[src/sesc_pkg.sv]
// Constants and carrier types for the exposure, offset and sync registers
package sesc_pkg;

    // Register offsets on the control port
    localparam logic [7:0] OFS_LUMA_UPPER = 8'h24;
    localparam logic [7:0] OFS_LUMA_LOWER = 8'h25;
    localparam logic [7:0] OFS_FAST_STEP = 8'h26;
    localparam logic [7:0] OFS_BLUE_OFS = 8'h27;
    localparam logic [7:0] OFS_GB_OFS = 8'h28;
    localparam logic [7:0] OFS_GR_OFS = 8'h29;
    localparam logic [7:0] OFS_LINE_MSBS = 8'h2a;
    localparam logic [7:0] OFS_LINE_LOW = 8'h2b;
    localparam logic [7:0] OFS_RED_OFS = 8'h2c;
    localparam logic [7:0] OFS_VS_EXT_LOW = 8'h2d;
    localparam logic [7:0] OFS_VS_EXT_HIGH = 8'h2e;
    localparam logic [7:0] OFS_LUMA_AVG = 8'h2f;
    localparam logic [7:0] OFS_HS_START = 8'h30;
    localparam logic [7:0] OFS_HS_END = 8'h31;
    localparam logic [7:0] OFS_PIXCLK = 8'h32;

    // Reset values
    localparam logic [7:0] RST_LUMA_UPPER = 8'h78;
    localparam logic [7:0] RST_LUMA_LOWER = 8'h68;
    localparam logic [7:0] RST_FAST_STEP = 8'hd4;
    localparam logic [7:0] RST_CH_OFS = 8'h80;
    localparam logic [7:0] RST_LINE_MSBS = 8'h00;
    localparam logic [7:0] RST_LINE_LOW = 8'h00;
    localparam logic [7:0] RST_VS_EXT = 8'h00;
    localparam logic [7:0] RST_LUMA_AVG = 8'h00;
    localparam logic [7:0] RST_HS_START = 8'h08;
    localparam logic [7:0] RST_HS_END = 8'h30;
    localparam logic [7:0] RST_PIXCLK = 8'h36;

    // Field positions
    localparam int FAST_HI_MSB = 7;
    localparam int FAST_HI_LSB = 4;
    localparam int FAST_LO_MSB = 3;
    localparam int FAST_LO_LSB = 0;
    localparam int OFS_DIR_BIT = 7;
    localparam int LINE_MSB_HI = 6;
    localparam int LINE_MSB_LO = 4;
    localparam int HS_END_HI = 3;
    localparam int HS_END_LO = 2;
    localparam int HS_START_HI = 1;
    localparam int HS_START_LO = 0;
    localparam int PCLK_SEL_HI = 7;
    localparam int PCLK_SEL_LO = 6;
    localparam int HWIN_END_HI = 5;
    localparam int HWIN_END_LO = 3;
    localparam int HWIN_START_HI = 2;
    localparam int HWIN_START_LO = 0;

    // Timing counts
    localparam logic [16:0] VS_BASE_LINES = 17'h00004;
    localparam int VS_HIGH_SHIFT = 8;
    localparam int SYNC_POS_SHIFT = 1;
    localparam logic [15:0] FRAME_LINES_WIDE = 16'h0910;
    localparam logic [15:0] FRAME_LINES_NARROW = 16'h0600;
    localparam int LUMA_SHIFT = 2;

    // Pixel clock divide selections
    localparam logic [1:0] PCLK_DIV2 = 2'b10;
    localparam logic [1:0] PCLK_DIV4 = 2'b11;

    // Auto loop states, Gray along idle, calc, step
    typedef enum logic [1:0] {
        AE_IDLE = 2'b00,
        AE_CALC = 2'b01,
        AE_STEP = 2'b11
    } sesc_ae_state_t;

    typedef struct packed {
        logic wr;
        logic rd;
        logic [7:0] addr;
        logic [7:0] wdata;
    } sesc_reg_req_t;

    typedef struct packed {
        logic [7:0] b;
        logic [7:0] gb;
        logic [7:0] gr;
        logic [7:0] r;
    } sesc_ch_avg_t;

    typedef struct packed {
        logic hsync;
        logic vsync;
        logic pixel_tick;
    } sesc_sync_t;

endpackage

[src/sesc_regs.sv]
// Exposure thresholds, channel offsets, line/frame sync and pixel clock
`timescale 1ns/1ns
`default_nettype none
module sesc_regs
    import sesc_pkg::*;
#(
    parameter int EXP_W = 8,
    parameter logic [EXP_W-1:0] EXP_RESET = 8'h80,
    parameter logic [EXP_W-1:0] FAST_STEP = 8'h04,
    parameter logic [11:0] LINE_PIXELS = 12'ha28
)
(
    input wire logic clock_i,
    input wire logic rst_n_i,
    input wire sesc_reg_req_t reg_req_i,
    output logic [7:0] reg_rdata_o,
    input wire logic auto_exposure_i,
    input wire logic fast_mode_i,
    input wire logic manual_offset_enable_control_i,
    input wire logic wide_mode_i,
    input wire sesc_ch_avg_t ch_avg_i,
    input wire logic ch_avg_valid_i,
    output logic [EXP_W-1:0] exposure_gain_o,
    output logic [31:0] channel_offsets_o,
    output logic [10:0] line_interval_o,
    output logic [2:0] hwin_end_lsbs_o,
    output logic [2:0] hwin_start_lsbs_o,
    output sesc_sync_t sync_o
);

    // Register storage
    logic [7:0] luma_upper_threshold_r;
    logic [7:0] luma_lower_threshold_r;
    logic [7:0] fast_step_thresholds_r;
    logic [7:0] blue_manual_offset_r;
    logic [7:0] green_blue_row_manual_offset_r;
    logic [7:0] green_red_row_manual_offset_r;
    logic [7:0] line_interval_sync_msbs_r;
    logic [7:0] line_interval_low_r;
    logic [7:0] red_manual_offset_r;
    logic [7:0] frame_sync_extend_low_r;
    logic [7:0] frame_sync_extend_high_r;
    logic [7:0] luma_average_r;
    logic [7:0] luma_average_nxt;
    logic [7:0] line_sync_start_low_r;
    logic [7:0] line_sync_end_low_r;
    logic [7:0] pixclk_divider_hwindow_lsbs_r;
    logic [7:0] rdata_r;
    logic [7:0] rdata_nxt;

    // Write strobes
    wire logic wr_upper = reg_req_i.wr && reg_req_i.addr == OFS_LUMA_UPPER;
    wire logic wr_lower = reg_req_i.wr && reg_req_i.addr == OFS_LUMA_LOWER;
    wire logic wr_fast = reg_req_i.wr && reg_req_i.addr == OFS_FAST_STEP;
    wire logic wr_bofs = reg_req_i.wr && reg_req_i.addr == OFS_BLUE_OFS;
    wire logic wr_gbofs = reg_req_i.wr && reg_req_i.addr == OFS_GB_OFS;
    wire logic wr_grofs = reg_req_i.wr && reg_req_i.addr == OFS_GR_OFS;
    wire logic wr_lmsb = reg_req_i.wr && reg_req_i.addr == OFS_LINE_MSBS;
    wire logic wr_llow = reg_req_i.wr && reg_req_i.addr == OFS_LINE_LOW;
    wire logic wr_rofs = reg_req_i.wr && reg_req_i.addr == OFS_RED_OFS;
    wire logic wr_vsl = reg_req_i.wr && reg_req_i.addr == OFS_VS_EXT_LOW;
    wire logic wr_vsh = reg_req_i.wr && reg_req_i.addr == OFS_VS_EXT_HIGH;
    wire logic wr_avg = reg_req_i.wr && reg_req_i.addr == OFS_LUMA_AVG;
    wire logic wr_hss = reg_req_i.wr && reg_req_i.addr == OFS_HS_START;
    wire logic wr_hse = reg_req_i.wr && reg_req_i.addr == OFS_HS_END;
    wire logic wr_pclk = reg_req_i.wr && reg_req_i.addr == OFS_PIXCLK;

    always_ff @(posedge clock_i or negedge rst_n_i)
    begin
        if (!rst_n_i)
        begin
            luma_upper_threshold_r <= RST_LUMA_UPPER;
            luma_lower_threshold_r <= RST_LUMA_LOWER;
            fast_step_thresholds_r <= RST_FAST_STEP;
            blue_manual_offset_r <= RST_CH_OFS;
            green_blue_row_manual_offset_r <= RST_CH_OFS;
            green_red_row_manual_offset_r <= RST_CH_OFS;
            line_interval_sync_msbs_r <= RST_LINE_MSBS;
            line_interval_low_r <= RST_LINE_LOW;
            red_manual_offset_r <= RST_CH_OFS;
            frame_sync_extend_low_r <= RST_VS_EXT;
            frame_sync_extend_high_r <= RST_VS_EXT;
            line_sync_start_low_r <= RST_HS_START;
            line_sync_end_low_r <= RST_HS_END;
            pixclk_divider_hwindow_lsbs_r <= RST_PIXCLK;
        end
        else
        begin
            if (wr_upper) luma_upper_threshold_r <= reg_req_i.wdata;
            if (wr_lower) luma_lower_threshold_r <= reg_req_i.wdata;
            if (wr_fast) fast_step_thresholds_r <= reg_req_i.wdata;
            if (wr_bofs) blue_manual_offset_r <= reg_req_i.wdata;
            if (wr_gbofs) green_blue_row_manual_offset_r <= reg_req_i.wdata;
            if (wr_grofs) green_red_row_manual_offset_r <= reg_req_i.wdata;
            // Bit 7 is stored as written; host keeps it zero
            if (wr_lmsb) line_interval_sync_msbs_r <= reg_req_i.wdata;
            if (wr_llow) line_interval_low_r <= reg_req_i.wdata;
            if (wr_rofs) red_manual_offset_r <= reg_req_i.wdata;
            if (wr_vsl) frame_sync_extend_low_r <= reg_req_i.wdata;
            if (wr_vsh) frame_sync_extend_high_r <= reg_req_i.wdata;
            if (wr_hss) line_sync_start_low_r <= reg_req_i.wdata;
            if (wr_hse) line_sync_end_low_r <= reg_req_i.wdata;
            if (wr_pclk) pixclk_divider_hwindow_lsbs_r <= reg_req_i.wdata;
        end
    end

    // Read mux; unmapped offsets read as zero
    always_comb
    begin
        case (reg_req_i.addr)
            OFS_LUMA_UPPER: rdata_nxt = luma_upper_threshold_r;
            OFS_LUMA_LOWER: rdata_nxt = luma_lower_threshold_r;
            OFS_FAST_STEP: rdata_nxt = fast_step_thresholds_r;
            OFS_BLUE_OFS: rdata_nxt = blue_manual_offset_r;
            OFS_GB_OFS: rdata_nxt = green_blue_row_manual_offset_r;
            OFS_GR_OFS: rdata_nxt = green_red_row_manual_offset_r;
            OFS_LINE_MSBS: rdata_nxt = line_interval_sync_msbs_r;
            OFS_LINE_LOW: rdata_nxt = line_interval_low_r;
            OFS_RED_OFS: rdata_nxt = red_manual_offset_r;
            OFS_VS_EXT_LOW: rdata_nxt = frame_sync_extend_low_r;
            OFS_VS_EXT_HIGH: rdata_nxt = frame_sync_extend_high_r;
            OFS_LUMA_AVG: rdata_nxt = luma_average_r;
            OFS_HS_START: rdata_nxt = line_sync_start_low_r;
            OFS_HS_END: rdata_nxt = line_sync_end_low_r;
            OFS_PIXCLK: rdata_nxt = pixclk_divider_hwindow_lsbs_r;
            default: rdata_nxt = 8'h00;
        endcase
    end

    always_ff @(posedge clock_i or negedge rst_n_i)
    begin
        if (!rst_n_i)
            rdata_r <= 8'h00;
        else if (reg_req_i.rd)
            rdata_r <= rdata_nxt;
    end

    assign reg_rdata_o = rdata_r;

    // Luminance average from the four channel averages
    logic [9:0] ch_sum;
    logic [7:0] luma_calc;
    sesc_ae_state_t ae_state_r;
    sesc_ae_state_t ae_state_nxt;

    assign ch_sum = 10'(ch_avg_i.b) + 10'(ch_avg_i.gb)
                  + 10'(ch_avg_i.gr) + 10'(ch_avg_i.r);
    assign luma_calc = ch_sum[LUMA_SHIFT+7:LUMA_SHIFT];

    // A measured value landing with a host write wins over the write
    wire logic avg_load = ae_state_r == AE_IDLE && ch_avg_valid_i;
    assign luma_average_nxt = avg_load ? luma_calc
                            : wr_avg ? reg_req_i.wdata
                            : luma_average_r;

    always_ff @(posedge clock_i or negedge rst_n_i)
    begin
        if (!rst_n_i)
            luma_average_r <= RST_LUMA_AVG;
        else
            luma_average_r <= luma_average_nxt;
    end

    // Auto exposure and gain loop, one step per measured frame
    logic [EXP_W-1:0] exp_r;
    logic [EXP_W-1:0] exp_nxt;
    logic [EXP_W-1:0] step;
    logic [EXP_W:0] exp_up;
    logic [EXP_W:0] exp_dn;

    wire logic luma_high = luma_average_r > luma_upper_threshold_r;
    wire logic luma_low = luma_average_r < luma_lower_threshold_r;
    wire logic [3:0] luma_nib = luma_average_r[7:4];
    wire logic fast_far = fast_mode_i
        && (luma_nib > fast_step_thresholds_r[FAST_HI_MSB:FAST_HI_LSB]
        || luma_nib < fast_step_thresholds_r[FAST_LO_MSB:FAST_LO_LSB]);

    assign step = fast_far ? FAST_STEP : EXP_W'(1);
    assign exp_up = {1'b0, exp_r} + {1'b0, step};
    assign exp_dn = {1'b0, exp_r} - {1'b0, step};

    always_comb
    begin
        ae_state_nxt = ae_state_r;
        exp_nxt = exp_r;
        case (ae_state_r)
            AE_IDLE:
                if (ch_avg_valid_i)
                    ae_state_nxt = AE_CALC;
            AE_CALC:
                ae_state_nxt = auto_exposure_i ? AE_STEP : AE_IDLE;
            AE_STEP:
            begin
                ae_state_nxt = AE_IDLE;
                // Saturate rather than wrap, so a bright scene never
                // flips to full exposure
                if (luma_high)
                    exp_nxt = exp_dn[EXP_W] ? '0 : exp_dn[EXP_W-1:0];
                else if (luma_low)
                    exp_nxt = exp_up[EXP_W] ? '1 : exp_up[EXP_W-1:0];
                else
                    exp_nxt = exp_r;
            end
            default:
                ae_state_nxt = AE_IDLE;
        endcase
    end

    always_ff @(posedge clock_i or negedge rst_n_i)
    begin
        if (!rst_n_i)
        begin
            ae_state_r <= AE_IDLE;
            exp_r <= EXP_RESET;
        end
        else
        begin
            ae_state_r <= ae_state_nxt;
            exp_r <= exp_nxt;
        end
    end

    assign exposure_gain_o = exp_r;

    // Manual channel offsets: blue, green-blue, green-red, red
    logic [7:0] ofs_setting [4];
    assign ofs_setting[0] = blue_manual_offset_r;
    assign ofs_setting[1] = green_blue_row_manual_offset_r;
    assign ofs_setting[2] = green_red_row_manual_offset_r;
    assign ofs_setting[3] = red_manual_offset_r;

    genvar ch;
    generate
        for (ch = 0; ch < 4; ch++)
        begin : g_ofs
            sesc_offset u_ofs (
                .clock_i(clock_i),
                .rst_n_i(rst_n_i),
                .enable_i(manual_offset_enable_control_i),
                .setting_i(ofs_setting[ch]),
                .offset_o(channel_offsets_o[ch*8 +: 8])
            );
        end
    endgenerate

    // Line interval and sync positions
    wire logic [10:0] line_interval = {
        line_interval_sync_msbs_r[LINE_MSB_HI:LINE_MSB_LO],
        line_interval_low_r};
    wire logic [9:0] hs_start = {
        line_interval_sync_msbs_r[HS_START_HI:HS_START_LO],
        line_sync_start_low_r};
    wire logic [9:0] hs_end = {
        line_interval_sync_msbs_r[HS_END_HI:HS_END_LO],
        line_sync_end_low_r};
    wire logic [11:0] hs_start_pix = 12'(hs_start) << SYNC_POS_SHIFT;
    wire logic [11:0] hs_end_pix = 12'(hs_end) << SYNC_POS_SHIFT;

    // Each interval count adds one line, so the frame stretches by one
    // part in the base line count of the mode
    wire logic [15:0] base_lines = wide_mode_i ? FRAME_LINES_WIDE
                                               : FRAME_LINES_NARROW;
    wire logic [16:0] frame_lines = 17'(base_lines)
                                  + 17'(line_interval);
    wire logic [16:0] vs_ext = {1'b0, frame_sync_extend_high_r,
                                frame_sync_extend_low_r};
    wire logic [16:0] vs_lines = VS_BASE_LINES + vs_ext;

    logic [11:0] h_cnt_r;
    logic [16:0] v_cnt_r;
    logic hsync_r;
    logic vsync_r;
    wire logic line_end = h_cnt_r == LINE_PIXELS - 12'h001;
    wire logic frame_end = v_cnt_r >= frame_lines - 17'h00001;

    always_ff @(posedge clock_i or negedge rst_n_i)
    begin
        if (!rst_n_i)
        begin
            h_cnt_r <= 12'h000;
            v_cnt_r <= 17'h00000;
            hsync_r <= 1'b0;
            vsync_r <= 1'b0;
        end
        else
        begin
            h_cnt_r <= line_end ? 12'h000 : h_cnt_r + 12'h001;
            if (line_end)
                v_cnt_r <= frame_end ? 17'h00000 : v_cnt_r + 17'h00001;
            hsync_r <= h_cnt_r >= hs_start_pix
                    && h_cnt_r < hs_end_pix;
            // Extension past the frame length simply holds sync high
            vsync_r <= v_cnt_r < vs_lines;
        end
    end

    // Pixel clock divider as a tick, keeping the design on one clock
    logic [1:0] div_cnt_r;
    logic tick_r;
    wire logic [1:0] pclk_sel = pixclk_divider_hwindow_lsbs_r[
        PCLK_SEL_HI:PCLK_SEL_LO];
    wire logic [1:0] div_mask = pclk_sel == PCLK_DIV4 ? 2'b11
                              : pclk_sel == PCLK_DIV2 ? 2'b01
                              : 2'b00;

    always_ff @(posedge clock_i or negedge rst_n_i)
    begin
        if (!rst_n_i)
        begin
            div_cnt_r <= 2'b00;
            tick_r <= 1'b0;
        end
        else
        begin
            div_cnt_r <= div_cnt_r + 2'b01;
            tick_r <= (div_cnt_r & div_mask) == 2'b00;
        end
    end

    assign sync_o.hsync = hsync_r;
    assign sync_o.vsync = vsync_r;
    assign sync_o.pixel_tick = tick_r;
    assign line_interval_o = line_interval;
    assign hwin_end_lsbs_o = pixclk_divider_hwindow_lsbs_r[
        HWIN_END_HI:HWIN_END_LO];
    assign hwin_start_lsbs_o = pixclk_divider_hwindow_lsbs_r[
        HWIN_START_HI:HWIN_START_LO];

endmodule
`default_nettype wire

[src/sesc_offset.sv]
// Sign-magnitude channel offset to two's complement, gated by enable
`timescale 1ns/1ns
`default_nettype none
module sesc_offset
    import sesc_pkg::*;
(
    input wire logic clock_i,
    input wire logic rst_n_i,
    input wire logic enable_i,
    input wire logic [7:0] setting_i,
    output logic signed [7:0] offset_o
);

    logic [7:0] mag_ext;
    logic signed [7:0] applied;
    logic signed [7:0] offset_r;

    assign mag_ext = {1'b0, setting_i[OFS_DIR_BIT-1:0]};
    // Direction bit picks add or subtract of the magnitude
    assign applied = setting_i[OFS_DIR_BIT] ? -$signed(mag_ext)
                                            : $signed(mag_ext);

    always_ff @(posedge clock_i or negedge rst_n_i)
    begin
        if (!rst_n_i)
            offset_r <= 8'sh00;
        else
            offset_r <= enable_i ? applied : 8'sh00;
    end

    assign offset_o = offset_r;

endmodule
`default_nettype wire

[config.mk]
export PLATFORM = sky130hd
export DESIGN_NAME = sesc_regs
export DESIGN_NICKNAME = d
export VERILOG_FILES = /design/src/sesc_pkg.sv /design/src/sesc_regs.sv /design/src/sesc_offset.sv
export SDC_FILE = /design/constraint.sdc
export NUM_CORES = 1
export LEC_CHECK = 0
export BUFFER_PORTS_ARGS = -buffer_cell sky130_fd_sc_hd__buf_2
export CELL_PAD_IN_SITES_DETAIL_PLACEMENT = 1
export CELL_PAD_IN_SITES_GLOBAL_PLACEMENT = 1
export CORE_MARGIN = 1.5
export CORE_UTILIZATION = 42
export CTS_CLUSTER_SIZE = 25
export DETAILED_ROUTE_END_ITERATION = 7
export GPL_TIMING_DRIVEN = 0
export HOLD_SLACK_MARGIN = 0.05
export MAX_ROUTING_LAYER = met4
export PLACE_DENSITY = 0.74
export SLEW_MARGIN = 10
export SYNTH_ARGS = -nofsm -noshare
export SYNTH_HDL_FRONTEND = slang
export SYNTH_HIERARCHICAL = 1
export SYNTH_SLANG_ARGS = --single-unit
[constraint.sdc]
create_clock -name clock_i -period 3.83 [get_ports clock_i]
set_clock_uncertainty 0.1 [all_clocks]
set_input_delay 0.383 -clock clock_i [delete_from_list [all_inputs] [get_ports clock_i]]
set_output_delay 0.383 -clock clock_i [all_outputs]
set_load 0.02 [all_outputs]
==> reports/results.txt <==
The tree is rooted in a clkbuf_16. The tools report the final weighted congestion in routability-driven placement as 0.949. The number of cells on the worst reg-to-reg path is 18.

The number of global-route vias before repair was 11,739; the post-synthesis area per instance was 10.2 µm². After legalization and detailed placement, the total HPWL measured 30.9 mm. For the pin with the worst max-slew slack, the measured transition is 777 ps. For this run the aggregate overflow at the end of global routing stands at 0.

The capture instance of the worst register-to-register path was v_cnt_r[2]. The launching point of the worst reg2reg path was line_interval_low_r[4]. The largest voltage drop on the vdd net is 0.359 mV. TritonCTS built the clock tree. Per report_power, the clock group accounts for 34.8% of the total. The cell count after synthesis came out at 1,325. In the final layout, the share of cells above drive strength 1 is 27.1%.

Count of endpoints failing setup in the final report: 0. The total buffers and inverters traversed by the critical path was 3. Synthesis inferred 204 register bits. Share of the cycle needed by the critical path after routing: 96.7%. The share of async-settable or async-resettable flops after synthesis was 100%; the post-route cell area was 15,800 µm².

Final number of hold-violating endpoints: 0. The run finished with clean final reports. The tools report the first-pass detailed-route iteration total as 5. The required time of the worst setup path is 4150 ps. Count of port buffers added during placement: 121.

The count of H-tree levels built during CTS came out at 1. The site row count is 65. Entering global routing, the biggest net connects 96 pins.

When the netlist entered floorplanning its net count stood at 1,510. Counting flops with a built-in enable in the synthesized netlist gives 0. Wires add up to 42.1 mm. Cell internal power was estimated by the tool at 4.64 mW. For the max-slew violation count, the log shows 0.

Of the total power, combinational logic draws 28.5%. For this design the static power due to leakage is 7.32 nW. The register clock-pin slew on the reported worst setup and hold paths is 60 ps, and the share of total power in sequential cells is 36.7%. Once the floorplan was initialized, standard cells occupied 42.8% of the core. The detailed-route wire length per cell was 22.1 µm; the detailed router's first-iteration violation count was 652.

The Yosys step of the flow raised 6 warnings. The area enclosed by the die boundary was 33,400 µm². In the global route stage, overall resource usage came out at 26.1%. Gate family responsible for the most delay along the worst path: compound AO/OA/AOI/OAI gates. Walking the worst path, the cells encountered are inv_2 -> ha_1 -> inv_1 -> ha_4 -> a21oi_2 -> a21boi_2 -> nor3_2 -> o21a_1 -> o21ai_2 -> a21o_4 -> ha_1 -> nand4_1 -> nor3_2 -> a41oi_2 -> o211a_1 -> buf_6 -> a31oi_4 -> mux2i_1. For this run, the share of the core covered by cells in the final layout is 49.9%.

The tools report the slack of the worst reg-to-reg path as 130 ps. STA classifies the critical path endpoint as a flip-flop. The run gives 0 as the count of unresolved DRC violations after routing.

The area of placed instances was 14,700 µm²; the number of CTS-inserted buffers was 25. In this run the worst path has a maximum fanout of 10. The distinct cell type count of the synthesized netlist is 84, and the critical path arrival is 4020 ps. The net count of the finished layout is 1,668. The tools report the critical path capture point as v_cnt_r[2]. In this run the most critical hold path is launched from reg_req_i[7]. The worst hold path belongs to the class primary input to flip-flop. The initial antenna violation count was 2. The max-capacitance violation count was 0. The most critical setup path has its startpoint at line_interval_low_r[4]. The most used flip-flop cell after synthesis was dfrtp_1.

For this design the top-level I/O count stands at 125. The post-route antenna net violation count was 0. Counting buffers and inverters, the worst setup path is 18 cells deep.

The first global-routing pass estimated 65.9 mm of wire. Dividing the detail-routed via count by the number of cells gives 5.85. STA classifies the critical path startpoint as a flip-flop. Summing the sequential cell areas from Yosys gives 37.9% of the chip area.

The fmax is 270 MHz, and the buffer depth of the longest clock path is 3. CTS saw 204 sinks. The vertical die dimension came out at 183 µm. Net switching is 34.2% of the power.

The area growth from synthesis to layout was 16.5%. Across all layers, the routed design uses 11,156 vias. Power spread over the standard cell area amounts to 447 nW/µm². For this design, the slowest cell found on the critical path is dfrtp_1.

The final period demand of the worst path is 3700 ps. The area inside the core boundary came out at 31,600 µm². The critical path is of the flip-flop to flip-flop type. The delay contributed by the slowest stage of the critical path came out at 390 ps. The die span in x works out to 183 µm. The filler cells instantiated in the layout total 3,518. Clock latency on the worst-skew pair, taken at its later pin, is 540 ps.

Summed over all nets, the switching power comes to 2.42 mW. In this run the tightest slew margin relative to its limit is 46.8%. In this run the cell area of the synthesized design comes to 13,600 µm².
==> state kept, by name (all words and copies together), names as in the netlist, 8 cells and up <==
name,cells
blue_manual_offset_r,8
exposure_gain_o,8
fast_step_thresholds_r,8
frame_sync_extend_high_r,8
frame_sync_extend_low_r,8
g_ofs.u_ofs/offset_o,32
green_blue_row_manual_offset_r,8
green_red_row_manual_offset_r,8
h_cnt_r,12
line_interval_low_r,8
line_interval_sync_msbs_r,8
line_sync_end_low_r,8
line_sync_start_low_r,8
luma_average_r,8
luma_lower_threshold_r,8
luma_upper_threshold_r,8
pixclk_divider_hwindow_lsbs_r,8
red_manual_offset_r,8
reg_rdata_o,8
v_cnt_r,17
==> stage by stage <==
step                      power [mW]  hold slack, ps  setup slack, ps  setup TNS [ps]  cells
after floorplan                 3.89           -12.6              178               0   1325
after global placement          4.47             339            -1260         -229330   1848
after detailed placement        4.58             138             -500           -7300   1850
after CTS                       7.07             141             19.3               0   1898
after global routing            7.45             153             -119           -1230   1906
final                           7.06             143              126               0   1906
==> layout by cell type, fill, tap and decap left out, drive strengths merged, types with 47 or more instances in the layout <==
cell      n
dfrtp   181
buf     170
mux2    114
ha      111
inv     110
nand2    76
nor2     71
a21oi    62
clkbuf   55
o21ai    47
nand3    47
==> per-layer routing <==
layer	part of all wire, %	vias up	global-route usage, %
li1	-	5080	-
met1	44	5669	33.2
met2	47	324	41.8
met3	6.3	83	5.33
met4	2.7	0	7.74
met5	0	-	-
==> worst reg2reg max path, delay by kind of cell (launching register included) <==
family                   cells  cell delay [ps]
AO/OA/AOI/OAI                8             1330
multiplexers                 1               90
buffers and inverters        3              360
adder cells (fa/ha/maj)      3              770
AND/OR/NAND/NOR              3              560
flip-flops                   1              390
==> synth_stat cells, drive strengths merged, types with 6 or more instances <==
master	number	area [µm²]
nand2	76	305
nand4	23	144
nor4	8	50.1
o22ai	17	106
mux4	7	158
o21ai	47	235
o21a	9	67.6
xor2	27	236
or3	9	56.3
nand2b	20	125
dfrtp	181	4530
inv	109	409
a21o	13	97.6
mux2	114	1280
nor3	17	90.1
dfstp	23	604
nand3	47	288
a21boi	7	52.6
and2	12	75.1
nor2	71	269
clkbuf	23	86.3
a31oi	15	93.8
ha	111	1390
or2	8	50.1
buf	40	274
xnor2	24	210
and3	17	106
nor2b	16	100
a22oi	7	52.6
a211oi	6	45.0
o211ai	12	90.1
mux2i	39	390
a21oi	62	314
nand3b	7	52.6
fa	17	340
==> power groups by stage <==
stage | Sequential [mW] | Combinational (mW) | Clock, mW
final | 2.59 | 2.01 | 2.46
after global routing | 2.61 | 2.25 | 2.59
after CTS | 2.58 | 1.99 | 2.51
after detailed placement | 2.61 | 1.97 | 0
after global placement | 2.61 | 1.87 | 0
after floorplan | 2.57 | 1.33 | 0
==> cell families after synthesis <==
family | count (synthesis) | synth area share [%]
buf+inv | 172 | 5.68
mux | 160 | 13.5
xor+xnor | 51 | 3.30
fa+ha+maj | 128 | 12.8
compound gates | 254 | 12.4
simple gates | 356 | 14.5
flops | 204 | 37.9
==> worst min path at each step <==
stage	end	slack, ps	cells after the start
after global routing	pixclk_divider_hwindow_lsbs_r[7]	150	2
after detailed placement	h_cnt_r[5]	140	1
after global placement	div_cnt_r[0]	340	1
after floorplan	ae_state_r[0]	-10	0
final	pixclk_divider_hwindow_lsbs_r[7]	140	2
after CTS	pixclk_divider_hwindow_lsbs_r[7]	140	2
==> cell type report <==
class,count,area [µm²],share of cell area [%]
Buffer,63,368,2.33
Clock buffer,33,686,4.34
Inverter,109,409,2.59
Sequential cell,204,5140,32.5
Clock inverter,13,160,1.01
Multi-Input combinational cell,949,7770,49.2
Timing Repair Buffer,131,748,4.74
Antenna cell,2,5.00,0.0317
Tap cell,402,503,3.19
==> repair_timing <==
| item | 4_1_cts | 5_1_grt |
|---|---|---|
| resized for setup | 10 | 21 |
| hold buffers | 2 | 0 |
| pin swaps | 3 | 10 |
| hold endpoints to repair | 107 | 0 |
| buffers inserted | 0 | 6 |
| endpoints found under the setup margin | 19 | 21 |
Power figures use the tool's default switching activity.
